[src/hdl/trig_seq_pkg.sv]
`default_nettype none
package trig_seq_pkg;
    // ------------------------------------------------------------
    // Register map, word offsets as byte addresses
    // ------------------------------------------------------------
    localparam logic [5:0] ctrl_off = 6'h00;
    localparam logic [5:0] status_off = 6'h04;
    localparam logic [5:0] adjust_off = 6'h08;
    localparam logic [5:0] literal_off = 6'h0c;
    localparam logic [5:0] step_timer_off = 6'h10;
    localparam logic [5:0] loop_counter_off = 6'h14;
    localparam logic [5:0] step_delay_off = 6'h18;
    localparam logic [5:0] adc_select_off = 6'h1c;
    localparam logic [5:0] command_off = 6'h20;
    // ------------------------------------------------------------
    // Control fields
    // ------------------------------------------------------------
    localparam int enable_bit = 0;
    localparam int start_bit = 1;
    localparam int mode_lsb = 2;
    localparam logic [15:0] reset_value = 16'h0000;
    // ------------------------------------------------------------
    // Commands, written to command_off bits 3:0
    // ------------------------------------------------------------
    localparam logic [3:0] cmd_wait_high = 4'h1;
    localparam logic [3:0] cmd_wait_low = 4'h2;
    localparam logic [3:0] cmd_ctrl_literal = 4'h3;
    localparam logic [3:0] cmd_add = 4'h4;
    localparam logic [3:0] cmd_ctrl_step = 4'h5;
    // Add target in command bits 5:4
    localparam logic [1:0] tgt_timer = 2'h0;
    localparam logic [1:0] tgt_loop = 2'h1;
    localparam logic [1:0] tgt_delay = 2'h2;
    localparam logic [1:0] tgt_literal = 2'h3;
    // Wait mode codes
    localparam logic [1:0] mode_edge_delay = 2'h0;
    localparam logic [1:0] mode_edge_nodelay = 2'h1;
    localparam logic [1:0] mode_level_delay = 2'h2;
    localparam logic [1:0] mode_level_nodelay = 2'h3;
    typedef enum logic [1:0] {
        st_idle = 2'b00,
        st_wait = 2'b01,
        st_delay = 2'b10
    } seq_state_t;
endpackage
`default_nettype wire

[src/hdl/pin_sync.sv]
`default_nettype none
module pin_sync (
    input wire logic mclk,
    input wire logic resetn,
    input wire logic pin,
    output logic level
);
    typedef struct packed {
        logic [2:0] sh;
        logic lvl;
    } sync_t;
    sync_t s_r, s_nxt;
    always_comb begin
        s_nxt = s_r;
        s_nxt.sh = {s_r.sh[1:0], pin};
        // Only stages two and three are compared, stage one stays private
        if (s_r.sh[1] == s_r.sh[2]) begin
            s_nxt.lvl = s_r.sh[2];
        end
    end
    always_ff @(posedge mclk or negedge resetn) begin
        if (!resetn) begin
            s_r <= '0;
        end else begin
            s_r <= s_nxt;
        end
    end
    assign level = s_r.lvl;
endmodule
`default_nettype wire

[src/hdl/trig_seq.sv]
// Overview of operation
// - Mode 11 level detect, no step delay; mode 10 level detect then delay.
// - Mode 01 edge detect, no step delay; mode 00 edge detect then delay.
// - Wait mode matters only to wait-high and wait-low commands.
// - Add command sums adjust value into chosen limit or literal register.
// - Control literal command copies literal value to ADC channel-0 select.
// - Adjust and literal are read-only while enable and start both set.
//
// Decided for this implementation: the placing of the registers and the Avalon-MM register port.
`default_nettype none
module trig_seq
    import trig_seq_pkg::*;
(
    input wire logic mclk,
    input wire logic resetn,
    input wire logic [5:0] avs_address,
    input wire logic avs_read,
    input wire logic avs_write,
    input wire logic [31:0] avs_writedata,
    input wire logic [3:0] avs_byteenable,
    output logic [31:0] avs_readdata,
    output logic avs_waitrequest,
    input wire logic trigger_in,
    output logic [15:0] adc_channel0_select,
    output logic busy
);
    import trig_seq_pkg::*;
    // ------------------------------------------------------------
    // State
    // ------------------------------------------------------------
    typedef struct packed {
        logic sequencer_enable;
        logic sequencer_start;
        logic [1:0] trigger_wait_mode;
        logic [15:0] adjust_value;
        logic [15:0] literal_zero_value;
        logic [15:0] step_timer_limit;
        logic [15:0] loop_counter_limit;
        logic [15:0] step_delay_limit;
        logic [15:0] adc_sel;
        seq_state_t state;
        logic wait_high;
        logic trig_prev;
        logic [15:0] delay_cnt;
        logic [31:0] rdata;
        logic waitreq;
        logic busy;
    } regs_t;
    regs_t r_r, r_nxt;
    logic trig;
    logic running;
    logic [15:0] wdata;
    logic hit;
    logic take;
    logic cmd_ok;
    logic at_level;
    logic [3:0] cmd_code;
    logic [1:0] cmd_tgt;
    // ------------------------------------------------------------
    // Trigger input
    // ------------------------------------------------------------
    // Pin is asynchronous; its level lags the pin by four edges
    pin_sync u_sync (
        .mclk(mclk),
        .resetn(resetn),
        .pin(trigger_in),
        .level(trig)
    );
    assign running = r_r.sequencer_enable & r_r.sequencer_start;
    assign wdata = avs_writedata[15:0];
    // ------------------------------------------------------------
    // Request decode
    // ------------------------------------------------------------
    // Taken only while waitrequest is high, so a held request acts once
    assign take = (avs_read || avs_write) && r_r.waitreq;
    // Commands start only from idle; a running wait is never restarted
    assign cmd_ok = running && (r_r.state == st_idle);
    assign cmd_code = wdata[3:0];
    assign cmd_tgt = wdata[5:4];
    assign at_level = (trig == r_r.wait_high);
    // ------------------------------------------------------------
    // Next state
    // ------------------------------------------------------------
    always_comb begin
        r_nxt = r_r;
        r_nxt.waitreq = 1'b1;
        r_nxt.trig_prev = trig;
        hit = 1'b0;
        // ------------------------------------------------------------
        // Register bus
        // ------------------------------------------------------------
        // One-cycle waitrequest: answer at the second edge of a request
        if (take) begin
            r_nxt.waitreq = 1'b0;
            r_nxt.rdata = '0;
            if (avs_read) begin
                unique case (avs_address)
                    ctrl_off: r_nxt.rdata = {28'h0000000,
                        r_r.trigger_wait_mode, r_r.sequencer_start,
                        r_r.sequencer_enable};
                    status_off: r_nxt.rdata = {30'h00000000,
                        r_r.state};
                    adjust_off: r_nxt.rdata = {16'h0000, r_r.adjust_value};
                    literal_off: r_nxt.rdata = {16'h0000,
                        r_r.literal_zero_value};
                    step_timer_off: r_nxt.rdata = {16'h0000,
                        r_r.step_timer_limit};
                    loop_counter_off: r_nxt.rdata = {16'h0000,
                        r_r.loop_counter_limit};
                    step_delay_off: r_nxt.rdata = {16'h0000,
                        r_r.step_delay_limit};
                    adc_select_off: r_nxt.rdata = {16'h0000, r_r.adc_sel};
                    // Command register is write only and reads as zero
                    default: r_nxt.rdata = '0;
                endcase
            end else if (avs_byteenable[0]) begin
                // Registers are at most 16 bits wide, lane zero alone gates a write
                unique case (avs_address)
                    ctrl_off: begin
                        r_nxt.sequencer_enable = wdata[enable_bit];
                        r_nxt.sequencer_start = wdata[start_bit];
                        r_nxt.trigger_wait_mode = wdata[mode_lsb +: 2];
                    end
                    adjust_off: if (!running) begin
                        r_nxt.adjust_value = wdata;
                    end
                    literal_off: if (!running) begin
                        r_nxt.literal_zero_value = wdata;
                    end
                    step_timer_off: r_nxt.step_timer_limit = wdata;
                    loop_counter_off: r_nxt.loop_counter_limit = wdata;
                    step_delay_off: r_nxt.step_delay_limit = wdata;
                    command_off: if (cmd_ok) begin
                        unique case (cmd_code)
                            cmd_wait_high, cmd_wait_low: begin
                                r_nxt.state = st_wait;
                                r_nxt.wait_high = (cmd_code == cmd_wait_high);
                            end
                            cmd_add: begin
                                // Sum wraps at 16 bits, the carry is lost
                                unique case (cmd_tgt)
                                    tgt_timer: r_nxt.step_timer_limit =
                                        r_r.step_timer_limit +
                                        r_r.adjust_value;
                                    tgt_loop: r_nxt.loop_counter_limit =
                                        r_r.loop_counter_limit +
                                        r_r.adjust_value;
                                    tgt_delay: r_nxt.step_delay_limit =
                                        r_r.step_delay_limit +
                                        r_r.adjust_value;
                                    tgt_literal: r_nxt.literal_zero_value =
                                        r_r.literal_zero_value +
                                        r_r.adjust_value;
                                endcase
                            end
                            cmd_ctrl_literal: begin
                                r_nxt.adc_sel = r_r.literal_zero_value;
                            end
                            // Wait mode ignored by all other commands
                            default: r_nxt.state = st_idle;
                        endcase
                    end
                    default: ;
                endcase
            end
        end
        // ------------------------------------------------------------
        // Wait and step delay
        // ------------------------------------------------------------
        unique case (r_r.state)
            st_idle: ;
            st_wait: begin
                if (r_r.trigger_wait_mode[1]) begin
                    hit = at_level;
                end else begin
                    hit = at_level &&
                        (r_r.trig_prev != r_r.wait_high);
                end
                if (hit) begin
                    // Odd codes skip the delay regardless of control step
                    if (r_r.trigger_wait_mode[0] ||
                        r_r.step_delay_limit == 16'h0000) begin
                        r_nxt.state = st_idle;
                    end else begin
                        r_nxt.state = st_delay;
                        r_nxt.delay_cnt = r_r.step_delay_limit;
                    end
                end
            end
            st_delay: begin
                // Holds for the full limit, exit edge included
                r_nxt.delay_cnt = r_r.delay_cnt - 16'h0001;
                if (r_r.delay_cnt == 16'h0001) begin
                    r_nxt.state = st_idle;
                end
            end
            default: r_nxt.state = st_idle;
        endcase
        // Dropping enable or start aborts a wait or a delay
        if (!running) begin
            r_nxt.state = st_idle;
        end
        r_nxt.busy = (r_nxt.state != st_idle);
    end
    // ------------------------------------------------------------
    // Register update
    // ------------------------------------------------------------
    always_ff @(posedge mclk or negedge resetn) begin
        if (!resetn) begin
            r_r <= '0;
            // Waitrequest idles high so a request is taken at the first edge after reset
            r_r.waitreq <= 1'b1;
        end else begin
            r_r <= r_nxt;
        end
    end
    // ------------------------------------------------------------
    // Outputs
    // ------------------------------------------------------------
    assign avs_readdata = r_r.rdata;
    assign avs_waitrequest = r_r.waitreq;
    assign adc_channel0_select = r_r.adc_sel;
    assign busy = r_r.busy;
endmodule
`default_nettype wire

[config.mk]
export PLATFORM = sky130hd
export DESIGN_NAME = trig_seq
export DESIGN_NICKNAME = d
export VERILOG_FILES = /design/src/hdl/trig_seq_pkg.sv /design/src/hdl/pin_sync.sv /design/src/hdl/trig_seq.sv
export SDC_FILE = /design/constraint.sdc
export NUM_CORES = 1
export LEC_CHECK = 0
export BUFFER_PORTS_ARGS = -buffer_cell sky130_fd_sc_hd__buf_2
export CAP_MARGIN = 20
export CORE_MARGIN = 8
export CORE_UTILIZATION = 45
export CTS_BUF_LIST = sky130_fd_sc_hd__clkbuf_4
export DETAILED_ROUTE_END_ITERATION = 8
export SLEW_MARGIN = 20
export SYNTH_ARGS = -nofsm -noshare
export SYNTH_HDL_FRONTEND = slang
export SYNTH_HIERARCHICAL = 1
export SYNTH_SLANG_ARGS = --single-unit
[constraint.sdc]
create_clock -name mclk -period 5.6 [get_ports mclk]
set_input_delay 0.56 -clock mclk [delete_from_list [all_inputs] [get_ports mclk]]
set_output_delay 0.56 -clock mclk [all_outputs]
set_load 0.01 [all_outputs]
* Word-level counts from Yosys, hierarchy flattened *
Cells that the tools add are included.

cells by class
  reductions and logical operators = 26
  shift operators = 0
  eq/ne operators = 30
  $add $sub $neg = 5
  bitwise operators = 3
  divide/modulo/power cells = 0
  muxes and demuxes = 31
  $lt $le $gt $ge = 0
  multiply operators = 0

operator list
  operator               count
  $pmux 16 s2            5
  $mux 16                9
  $pmux 16 s8            1
  $mux 83                1
  $add 16x16->16         4
  $mux 64                1
  $eq 6x5->1 const B     4
  $reduce_and 7->1       3
  $eq 16x1->1 const B    1
  $logic_not 16->1       1
  $sub 16x1->16 const B  1
  $eq 6x4->1 const B     2
  $mux 3                 4
  $reduce_and 6->1       2
  $reduce_bool 2->1      6
  $ne 2x1->1 const B     5
  $eq 4x2->1 const B     2
  $mux 2                 4
  $ne 2x2->1 const B     4
  $reduce_and 8->1       1
  $eq 2x2->1 const B     3
  $eq 6x3->1 const B     1
  $eq 6x6->1 const B     1
  $logic_not 6->1        1
  17 further kinds       28

storage, ports and cells
  output and inout port bits = 50
  memories kept = 0
  bits in latches = 0
  memory bits (read-only) = 0
  bits in writable memories = 0
  register bits after elaboration = 142
  input bits = 47

* Depth between registers and ports, before layout *
Gate-level depths: netlist of run 1.

  depth in word-level cells = 12
  gate-level depth with buffers = 9

* Cells and area by module *
The synthesis of run 1 kept the hierarchy.

modules (own cells, without submodules)
  module    cells each  seq. area each (um^2)  times used  area each (um^2)
  trig_seq  1115        3454.6                 1           10159.7
  pin_sync  5           100.1                  1           111.4

* Worst setup path after synthesis of run 1 *
OpenSTA, ideal clock, no wires.

  path kind = input to register
  start point = in avs_address[3]
  end point = reg r_r, in the netlist adc_channel0_select[10]
  path buffers = 2
  library setup time = 0.125 ns
  arrival = 2.240 ns
  stages on the path = 7
  path slack = 3.235 ns
  path through = buf_6 nor4b_4 nand3_2 nor4_4 nand3_4 buf_6 mux2_4

on the way
  longest elaborated chain between the ends = 2

ends and longest elaborated chain
  element                            line             RTL
  from (decl)                        trig_seq.sv:16   input wire logic [5:0] avs_address,
  $eq 6x6->1                         trig_seq.sv:118  unique case (avs_address)
  $reduce_and 6->1 (no source line)  -
  to (signal assigned)               trig_seq.sv:214  r_r <= r_nxt;
  to (decl)                          trig_seq.sv:49   regs_t r_r, r_nxt;

No other way between the ends.
A chain may end at the register's enable or synchronous reset.

* Final worst setup path of run 1 *
  start point = reg r_r[53] (netlist bit)
  end point = reg r_r, in the netlist adc_channel0_select[11]

on the way
  longest elaborated chain between the ends = 3

ends and longest elaborated chain
  element                            line            RTL
  $logic_not 2->1                    trig_seq.sv:77  assign cmd_ok = running && (r_r.state == st_idle);
  $logic_and 1x1->1                  trig_seq.sv:77
  $reduce_and 6->1 (no source line)  -

No other way between the ends.

==> out/summary.md, run 1 <==
Outcome
- status: finished clean

Worst setup path
- Slowest Stage Delay on Critical Path: 630 ps
- number of buffers and inverters on the critical path: 0
- cell with the largest stage delay on the worst path: nor4_4
- type of origin of the critical path: flop
- path type of the worst setup path: flop to flop
- CP Capture Type: flop
- critical path depth in cells: 5
- data required time at the worst endpoint: 6080 ps
- kind of cell adding the most delay to the critical path: simple AND/OR/NAND/NOR gates
- cells traversed along the worst timing path: nor4bb_1 -> nand3_2 -> nor4_4 -> nand3_4 -> mux2_4
- arrival time of data at the critical path endpoint: 3690 ps
- number of cells on the worst reg-to-reg path: 5
- crit path max fanout: 21

STA
- final total negative setup slack: 0 ps
- f_max: 0.312 GHz
- final hold violation count: 0
- worst hold margin: 84.7 ps
- final max-slew violation count: 0
- minimum clock period after layout: 3210 ps
- period utilisation layout: 57.3%
- Worst-Margin Slew: 980 ps
- Slew HR: 34.7%
- setup violators final: 0
- setup repair after global routing missed its margin: false
- worst-case clock skew: 20.0 ps

Final layout
- commonest cells after routing, fill and taps aside: dfrtp_1 (141), nand2_1 (102), a21oi_1 (93)
- Area growth syn-to-layout: 5.21%
- final-stage net count: 1235
- most common cell after layout, fill and taps aside: dfrtp_1
- Post-Layout Inst Area: 10800 µm²
- fill cell count: 2125
- area of the multi-input gates: 6090 µm²
- FF+latch area: 3550 µm²
- final standard cell count with taps included and fillers excluded: 1421
- ratio of cells with drive above 1 in the final layout: 15.4%

Route
- routed length per instance: 21.0 µm
- ANT nets after route: 0
- Via density: 6.19
- vias after detailed routing: 8797
- remaining routing DRC violations: 0
- WL final: 29.8 mm
- number of DRC markers in iteration 0: 784
- first-pass detailed-route iteration total: 8

Place
- total placed cells including tap cells: 1388
- # port buffers: 61
- post-DP HPWL: 21.8 mm
- Placed Instance Area: 10500 µm²
- routability congestion estimate from global placement: 0.900

Synthesis
- Synth Area in Compound Gates: 24.1%
- main flop type after synthesis: dfrtp_1
- fraction of registers with async set or reset after synthesis: 100%
- Synth Area in Simple Gates: 17.0%
- Unique masters post-synth: 96
- top cells by area in the synthesized netlist: dfrtp_1 (34%), ha_1 (7.6%), a21oi_1 (4.5%)
- Syn Inst Count: 1120
- parity-gate share of the synthesized area counting xor and xnor cells: 3.67%
- proportion of synthesized chip area in sequential cells: 34.6%
- mux share of post-synthesis cell area: 5.35%
- number of enable-type register cells in the synthesized netlist: 0
- portion of synthesized cell area occupied by the leading cell type: 34.4%
- number of register bits inferred by synthesis: 142
- area leader, netlist: dfrtp_1
- main combinational cell family by area after synthesis: compound AO/OA/AOI/OAI gates
- count of synthesis-stage warnings from yosys: 6
- area of the mapped netlist: 10300 µm²
- mean instance size in the synthesized netlist: 9.17 µm²
- adder-cell share of the synthesized area: 8.44%

Clock network
- hold-fix buffers at CTS: 0
- quantity of gates resized following cts: 0
- TritonCTS sink count: 142
- clock network latency to the later pin of the worst-skew pair: 580 ps
- Setup Buffers After CTS: 0
- buffer cell driving the clock tree root: clkbuf_4
- Max Root-Sink Buffers: 2
- clock-pin slew on the worst setup and hold paths: 140 ps
- TritonCTS Buffers: 17
- CTS H-Tree Depth: 4
- TritonCTS clock tree: built

Flow run
- number of max-cap violations: 0

Floorplan
- Starting Density: 45.6%
- overall die area: 27900 µm²
- die height: 167 µm
- Std-Cell Rows: 55
- number of placed I/O pins: 97
- Std-Cell Core Area: 22500 µm²
- width of the die: 167 µm

Power and ir drop
- power per unit of standard cell area: 200 nW/µm²
- leakage power: 0.00508 µW
- worst supply voltage drop on vdd: 0.0970 mV

Global route
- maximum number of pins on one net before global-route repair: 101
- GRT Total Usage: 21.2%
- wire length of the first global-routing pass: 47.3 mm
- number of global-route vias before repair: 8563
- GRT overflow: 0
- initial antenna violation count: 1

Min path
- Hold Path Depth: 1
- hold crit path type: primary input to flop

[layer usage]
layer	wire length (µm)	track usage, %	up-vias
li1	-	-	4196
met1	14000	29.2	4293
met2	13800	34.0	274
met3	1660	3.43	34
met4	362	5.29	0
met5	0	0	-
[worst reg2reg max path: stages (launching register included)]
cell,delay (ps)
dfrtp_1,490
nor4bb_1,600
nand3_2,610
nor4_4,630
nand3_4,370
mux2_4,420
[stage by stage]
step | total power (µW) | setup slack (ps) | utilization, %
3_5_place_dp | 1390 | 2220 | 46.5
5_1_grt | 2260 | 2140 | 48.0
6_report | 2160 | 2390 | 48.0
4_1_cts | 2180 | 2390 | 48.0
3_3_place_gp | 1390 | 2250 | 46.5
2_1_floorplan | 1300 | 3240 | -
[path summary, 6_finish.rpt]
kind | from | slack (ps) | end
setup / recovery | r_r[53] | 2390 | adc_channel0_select[11]
hold / removal | trigger_in | 80 | u_sync/s_nxt[2]
setup reg to reg | r_r[53] | 2390 | adc_channel0_select[11]
hold reg to reg | u_sync/s_nxt[2] | 360 | u_sync/s_nxt[3]
max in group asynchronous | resetn | 4340 | r_r[109]
min in group asynchronous | resetn | 100 | busy
[flip-flops by register name, summed over array words and instances (netlist names)]
register	cells
r_r	104
avs_readdata	16
busy	1
u_sync/s_nxt	2
adc_channel0_select	16
avs_waitrequest	1
u_sync/s_r	1
u_sync/level	1
[cells by family after synthesis]
family                   Yosys count
other                              1
AND/OR/NAND/NOR                  338
AO/OA/AOI/OAI                    358
XOR/XNOR                          43
buffers and inverters            125
adder cells (fa/ha/maj)           67
flip-flops                       142
multiplexers                      46
[cell type report]
type,count,area share (%)
Multi-Input combinational cell,868,56.4
Inverter,21,0.729
Antenna cell,1,0.0232
Clock inverter,14,1.77
Clock buffer,18,1.25
Timing Repair Buffer,72,3.65
Tap cell,285,3.30
Sequential cell,142,32.9
[Yosys cell counts (12+ instances only)]
cell        n
dfrtp_1   141
nand2_1   102
a21oi_1    93
nor2_1     76
ha_1       62
o21ai_0    58
buf_4      48
nand3_1    39
a22oi_1    38
clkbuf_1   37
mux2_2     29
xnor2_1    27
nor3_1     25
inv_1      21
a22o_1     17
a21o_1     16
a222oi_1   16
o211ai_1   16
xor2_1     16
a211oi_1   12
nand4_1    12
[report_power, final]
| group | switching, µW | leakage, µW | internal [µW] | total [µW] |
|---|---|---|---|---|
| sequential | 54.8 | 0.00195 | 1060 | 1120 |
| combinational | 164 | 0.00296 | 95.0 | 259 |
| clock | 427 | 0.000166 | 360 | 787 |
Note: power is estimated with default switching activity, not from simulation.
==> inputs of run 2 (changes only) <==
==> constraint.sdc (replaced) <==
create_clock -name mclk -period 3.4 [get_ports mclk]
set_input_delay 0.34 -clock mclk [delete_from_list [all_inputs] [get_ports mclk]]
set_output_delay 0.34 -clock mclk [all_outputs]
set_load 0.01 [all_outputs]
==> run 2 against run 1 <==
Net effect: design area grew 1.1%; sequential power increased by 64%; first-iteration DRC count fell by 9.3%; largest cell class unchanged; clock power is 56% higher; combinational power up 67%; non-clock buffer count grew 13; clock skew increased by 6.2 ps; global-route usage grew 0.12 points; largest power group unchanged; die area stayed put; register-to-register slack worse by 1800 ps; highest routed layer unchanged; critical path type unchanged; wire length barely moved.
==> out/summary.md, run 2 (synthesized netlist as in run 1, its figures left out) <==
Power and ir drop
- clock network power share: 35.2%
- net switching power of the design: 1060 µW
- power per unit of standard cell area: 320 nW/µm²
- worst supply voltage drop on vdd: 0.195 mV
- switching fraction of total power: 30.2%
- power share of the combinational group: 12.4%
- Internal Power: 2440 µW
- leakage power: 0.00515 µW
- proportion of power drawn by flip-flops and latches: 52.4%

Route
- Via density: 6.20
- routed length per instance: 20.8 µm
- first-pass detailed-route iteration total: 7
- number of DRC markers in iteration 0: 711
- remaining routing DRC violations: 0
- vias after detailed routing: 8885
- ANT nets after route: 0
- WL final: 29.9 mm

Clock network
- Max Root-Sink Buffers: 2
- clock-pin slew on the worst setup and hold paths: 140 ps
- clock network latency to the later pin of the worst-skew pair: 560 ps
- buffer cell driving the clock tree root: clkbuf_4
- quantity of gates resized following cts: 0
- CTS H-Tree Depth: 4
- TritonCTS sink count: 142
- hold-fix buffers at CTS: 2
- Setup Buffers After CTS: 0
- TritonCTS Buffers: 17
- TritonCTS clock tree: built

Global route
- GRT Total Usage: 21.3%
- GRT overflow: 0
- initial antenna violation count: 1
- maximum number of pins on one net before global-route repair: 68
- number of global-route vias before repair: 8662
- wire length of the first global-routing pass: 47.7 mm

Worst setup path
- launch point of the worst path: r_r[134]
- crit path max fanout: 6
- Worst R2R Setup Slack: 640 ps
- CP Capture Type: flop
- reg-to-reg startpoint: r_r[134]
- data required time at the worst endpoint: 3830 ps
- type of origin of the critical path: flop
- path type of the worst setup path: flop to flop
- arrival time of data at the critical path endpoint: 3200 ps

Floorplan
- number of placed I/O pins: 97
- width of the die: 167 µm
- Std-Cell Core Area: 22500 µm²
- Std-Cell Rows: 55
- Starting Density: 45.6%
- die height: 167 µm
- overall die area: 27900 µm²

Final layout
- fill cell count: 2158
- most common cell after layout, fill and taps aside: dfrtp_1
- register containing the most flip-flops in the final layout: r_r
- Area growth syn-to-layout: 6.38%
- ratio of cells with drive above 1 in the final layout: 16.0%
- flip-flop count of the largest register, all copies and words added: 104
- commonest cells after routing, fill and taps aside: dfrtp_1 (141), nand2_1 (102), a21oi_1 (93)
- final-stage net count: 1248

STA
- Slew HR: 44.7%
- final total negative setup slack: 0 ps
- worst-case clock skew: 26.2 ps
- setup violators final: 0
- minimum clock period after layout: 2760 ps
- final hold violation count: 0
- worst hold margin: 34.8 ps
- period utilisation layout: 81.3%
- f_max: 0.362 GHz
- setup repair after global routing missed its margin: false
- final max-slew violation count: 0
- Worst-Margin Slew: 829 ps

Place
- routability congestion estimate from global placement: 0.897
- # port buffers: 61
- post-DP HPWL: 22.2 mm

Min path
- hold crit path type: primary input to flop
- launch instance of the worst min-delay path: avs_writedata[8]

Outcome
- status: finished clean

Flow run
- number of max-cap violations: 0

-- run 2: cell count changes in the layout (fill, tap and decap cells not counted), sizes merged --
| cell | before | now |
|---|---|---|
| inv | 23 | 27 |
| dlygate4sd3 | 0 | 4 |
| buf | 72 | 81 |
| clkinv | 5 | 2 |
| bufinv | 4 | 3 |
-- run 2: worst paths after layout --
check | endpoint | depth (start not counted)
max | r_r[112] | 8
max reg2reg | r_r[112] | 8
max in group asynchronous | r_r[146] | 3
min | r_r[142] | 2
min reg2reg | u_sync/s_nxt[3] | 0
min in group asynchronous | busy | 2
-- run 2: per-stage QoR --
step	area, µm²	total power (µW)	worst slack, ps	std cells	util, %
after floorplan	10300	2130	1060	1135	-
after global placement	10600	2280	738	1397	47.0
after detailed placement	10600	2290	694	1397	47.0
after CTS	10900	3530	647	1431	48.5
after global routing	10900	3670	412	1434	48.6
final	10900	3500	637	1434	48.6
-- run 2: area by class of cell --
class | count | area [µm²] | share of cell area, %
diodes | 1 | 2.50 | 0.0229
clock buffers | 18 | 135 | 1.24
clock inverters | 14 | 181 | 1.66
inverters | 21 | 78.8 | 0.721
multi-input cells | 868 | 6090 | 55.7
flip-flops and latches | 142 | 3550 | 32.5
well taps | 285 | 357 | 3.26
repair buffers | 85 | 527 | 4.82
-- run 2: critical path, cell delays in order (launching register included) --
cell     delay, ps
dfrtp_1        510
ha_1           260
fa_1           410
a21oi_1        370
o22a_1         260
a21oi_1         70
or4_1          480
a31oi_1        190
a21oi_1         90
-- run 2: metal layers --
layer	global-route usage, %	share of wire, %
met1	29.1	46
met2	34.6	47
met3	3.45	5.0
met4	5.21	1.5
met5	0	0
-- run 2: power groups by stage --
stage	Clock (µW)	Combinational, µW	Sequential, µW
floorplan	0	305	1830
global placement	0	420	1860
detailed placement	0	426	1870
CTS	1260	430	1830
global route	1340	485	1850
finish	1230	433	1840
==> inputs of run 3 (changes only) <==
--- a/config.mk
+++ b/config.mk
@@ -11,6 +11,7 @@
 export CORE_UTILIZATION = 45
 export CTS_BUF_LIST = sky130_fd_sc_hd__clkbuf_4
 export DETAILED_ROUTE_END_ITERATION = 8
+export PLACE_DENSITY = 0.66
 export SLEW_MARGIN = 20
 export SYNTH_ARGS = -nofsm -noshare
 export SYNTH_HDL_FRONTEND = slang
==> constraint.sdc (replaced) <==
create_clock -name mclk -period 2.3 [get_ports mclk]
set_input_delay 0.23 -clock mclk [delete_from_list [all_inputs] [get_ports mclk]]
set_output_delay 0.23 -clock mclk [all_outputs]
set_load 0.01 [all_outputs]
==> run 3 against run 2 <==
Net effect: the flow now finishes with violations (setup timing); non-clock buffer count is 134 higher; count of clock-buffer cells in the layout shrank 1; cell count increased by 9.3%; global-route usage increased by 1.4 points; clock skew about the same; critical path depth did not move.
==> out/summary.md, run 3 (synthesized netlist as in run 1, its figures left out) <==
Global route
- wire length of the first global-routing pass: 50.8 mm
- initial antenna violation count: 1
- maximum number of pins on one net before global-route repair: 68
- GRT Total Usage: 22.7%
- number of global-route vias before repair: 9505
- GRT overflow: 0

Floorplan
- Starting Density: 45.6%
- Std-Cell Core Area: 22500 µm²
- width of the die: 167 µm
- overall die area: 27900 µm²
- number of placed I/O pins: 97
- die height: 167 µm
- Std-Cell Rows: 55

Route
- vias after detailed routing: 9653
- number of DRC markers in iteration 0: 906
- routed length per instance: 20.7 µm
- Via density: 6.16
- remaining routing DRC violations: 0
- WL final: 32.4 mm
- ANT nets after route: 0
- first-pass detailed-route iteration total: 5

STA
- worst-case clock skew: 26.6 ps
- f_max: 0.421 GHz
- final total negative setup slack: -236 ps
- setup violators final: 5
- minimum clock period after layout: 2380 ps
- worst hold margin: 97.9 ps
- final hold violation count: 0
- Worst-Margin Slew: 727 ps
- period utilisation layout: 103%
- final max-slew violation count: 0
- setup repair after global routing missed its margin: true
- Slew HR: 51.0%
- fin worst setup slack: -78.0 ps

Power and ir drop
- net switching power of the design: 1690 µW
- leakage power: 0.00587 µW
- worst supply voltage drop on vdd: 0.276 mV
- post-layout power: 5520 µW
- clock network power share: 35.7%
- proportion of power drawn by flip-flops and latches: 48.8%
- power per unit of standard cell area: 441 nW/µm²
- switching fraction of total power: 30.6%
- Internal Power: 3830 µW
- power share of the combinational group: 15.5%

Clock network
- clock network latency to the later pin of the worst-skew pair: 590 ps
- clock-pin slew on the worst setup and hold paths: 150 ps
- buffer cell driving the clock tree root: clkbuf_4
- TritonCTS clock tree: built
- CTS H-Tree Depth: 4
- Max Root-Sink Buffers: 2
- TritonCTS sink count: 142
- TritonCTS Buffers: 17

Outcome
- status: finished, violations left
- violated checks: setup timing

Final layout
- flip-flop count of the largest register, all copies and words added: 104
- Area growth syn-to-layout: 21.8%
- ratio of cells with drive above 1 in the final layout: 29.3%
- fill cell count: 1958
- register containing the most flip-flops in the final layout: r_r
- commonest cells after routing, fill and taps aside: dfrtp_1 (131), buf_4 (127), nand2_1 (102)
- share of the core filled with cells: 55.6%
- final-stage net count: 1382
- most common cell after layout, fill and taps aside: dfrtp_1

Place
- routability congestion estimate from global placement: 0.975
- post-DP HPWL: 23.6 mm
- # port buffers: 61
- worst setup slack before clock tree synthesis: -157 ps

Worst setup path
- arrival time of data at the critical path endpoint: 2870 ps
- CP Capture Type: flop
- data required time at the worst endpoint: 2790 ps
- crit path max fanout: 4
- path type of the worst setup path: flop to flop
- type of origin of the critical path: flop

Min path
- hold crit path type: primary input to flop

Flow run
- number of max-cap violations: 0

run 3: layout make-up:
type,instances,area (µm²),share of cell area [%]
clock inverters,15,209,1.67
multi-input cells,868,6490,51.9
clock buffers,17,128,1.02
diodes,1,2.50,0.0200
well taps,285,357,2.85
repair buffers,219,1680,13.4
flip-flops and latches,142,3570,28.5
inverters,21,78.8,0.630
run 3: power groups by stage:
stage	clock network (µW)	registers (µW)	logic (µW)
floorplan	0	2700	451
finish	1970	2700	853
detailed placement	0	2730	769
CTS	1990	2690	806
global placement	0	2730	758
global route	2080	2710	933
run 3: worst paths after layout:
| check | from | to | slack [ps] | depth (start not counted) |
|---|---|---|---|---|
| hold / removal | avs_writedata[4] | r_r[90] | 100 | 3 |
| hold reg to reg | u_sync/s_nxt[2] | u_sync/s_nxt[3] | 370 | 0 |
| setup reg to reg | r_r[134] | r_r[130] | -80 | 8 |
| min in group asynchronous | resetn | r_r[50] | 220 | 2 |
| max in group asynchronous | resetn | r_r[137] | 1410 | 3 |
| setup / recovery | r_r[134] | r_r[130] | -80 | 8 |
run 3: what timing repair did:
action                     in CTS  in global routing
hold endpoints to repair       80                  0
setup endpoints to repair      23                 36
pin swaps                      18                 45
setup buffers                   3                  9
gates cloned                    0                  2
hold buffers                   15                  0
gates resized for setup        29                 73
run 3: per-layer routing:
metal	GRT usage, %	vias up	wire length [µm]
met4	7.36	0	767
met3	3.14	62	1990
met1	30.4	4739	14500
met2	37.1	365	15200
met5	0	-	0
li1	-	4487	-
run 3: worst max-delay path: stages, from the launching register on:
cell	delay, ps
dfrtp_1	470
ha_2	210
fa_2	370
a21oi_4	180
o21ai_2	110
a2111o_1	450
a41o_1	270
xnor2_1	140
o21ai_1	80
run 3: metrics by stage:
step | cells | area [µm²]
2_1_floorplan | 1135 | 10300
3_3_place_gp | 1506 | 11500
3_5_place_dp | 1506 | 11500
4_1_cts | 1556 | 12100
5_1_grt | 1568 | 12500
6_report | 1568 | 12500
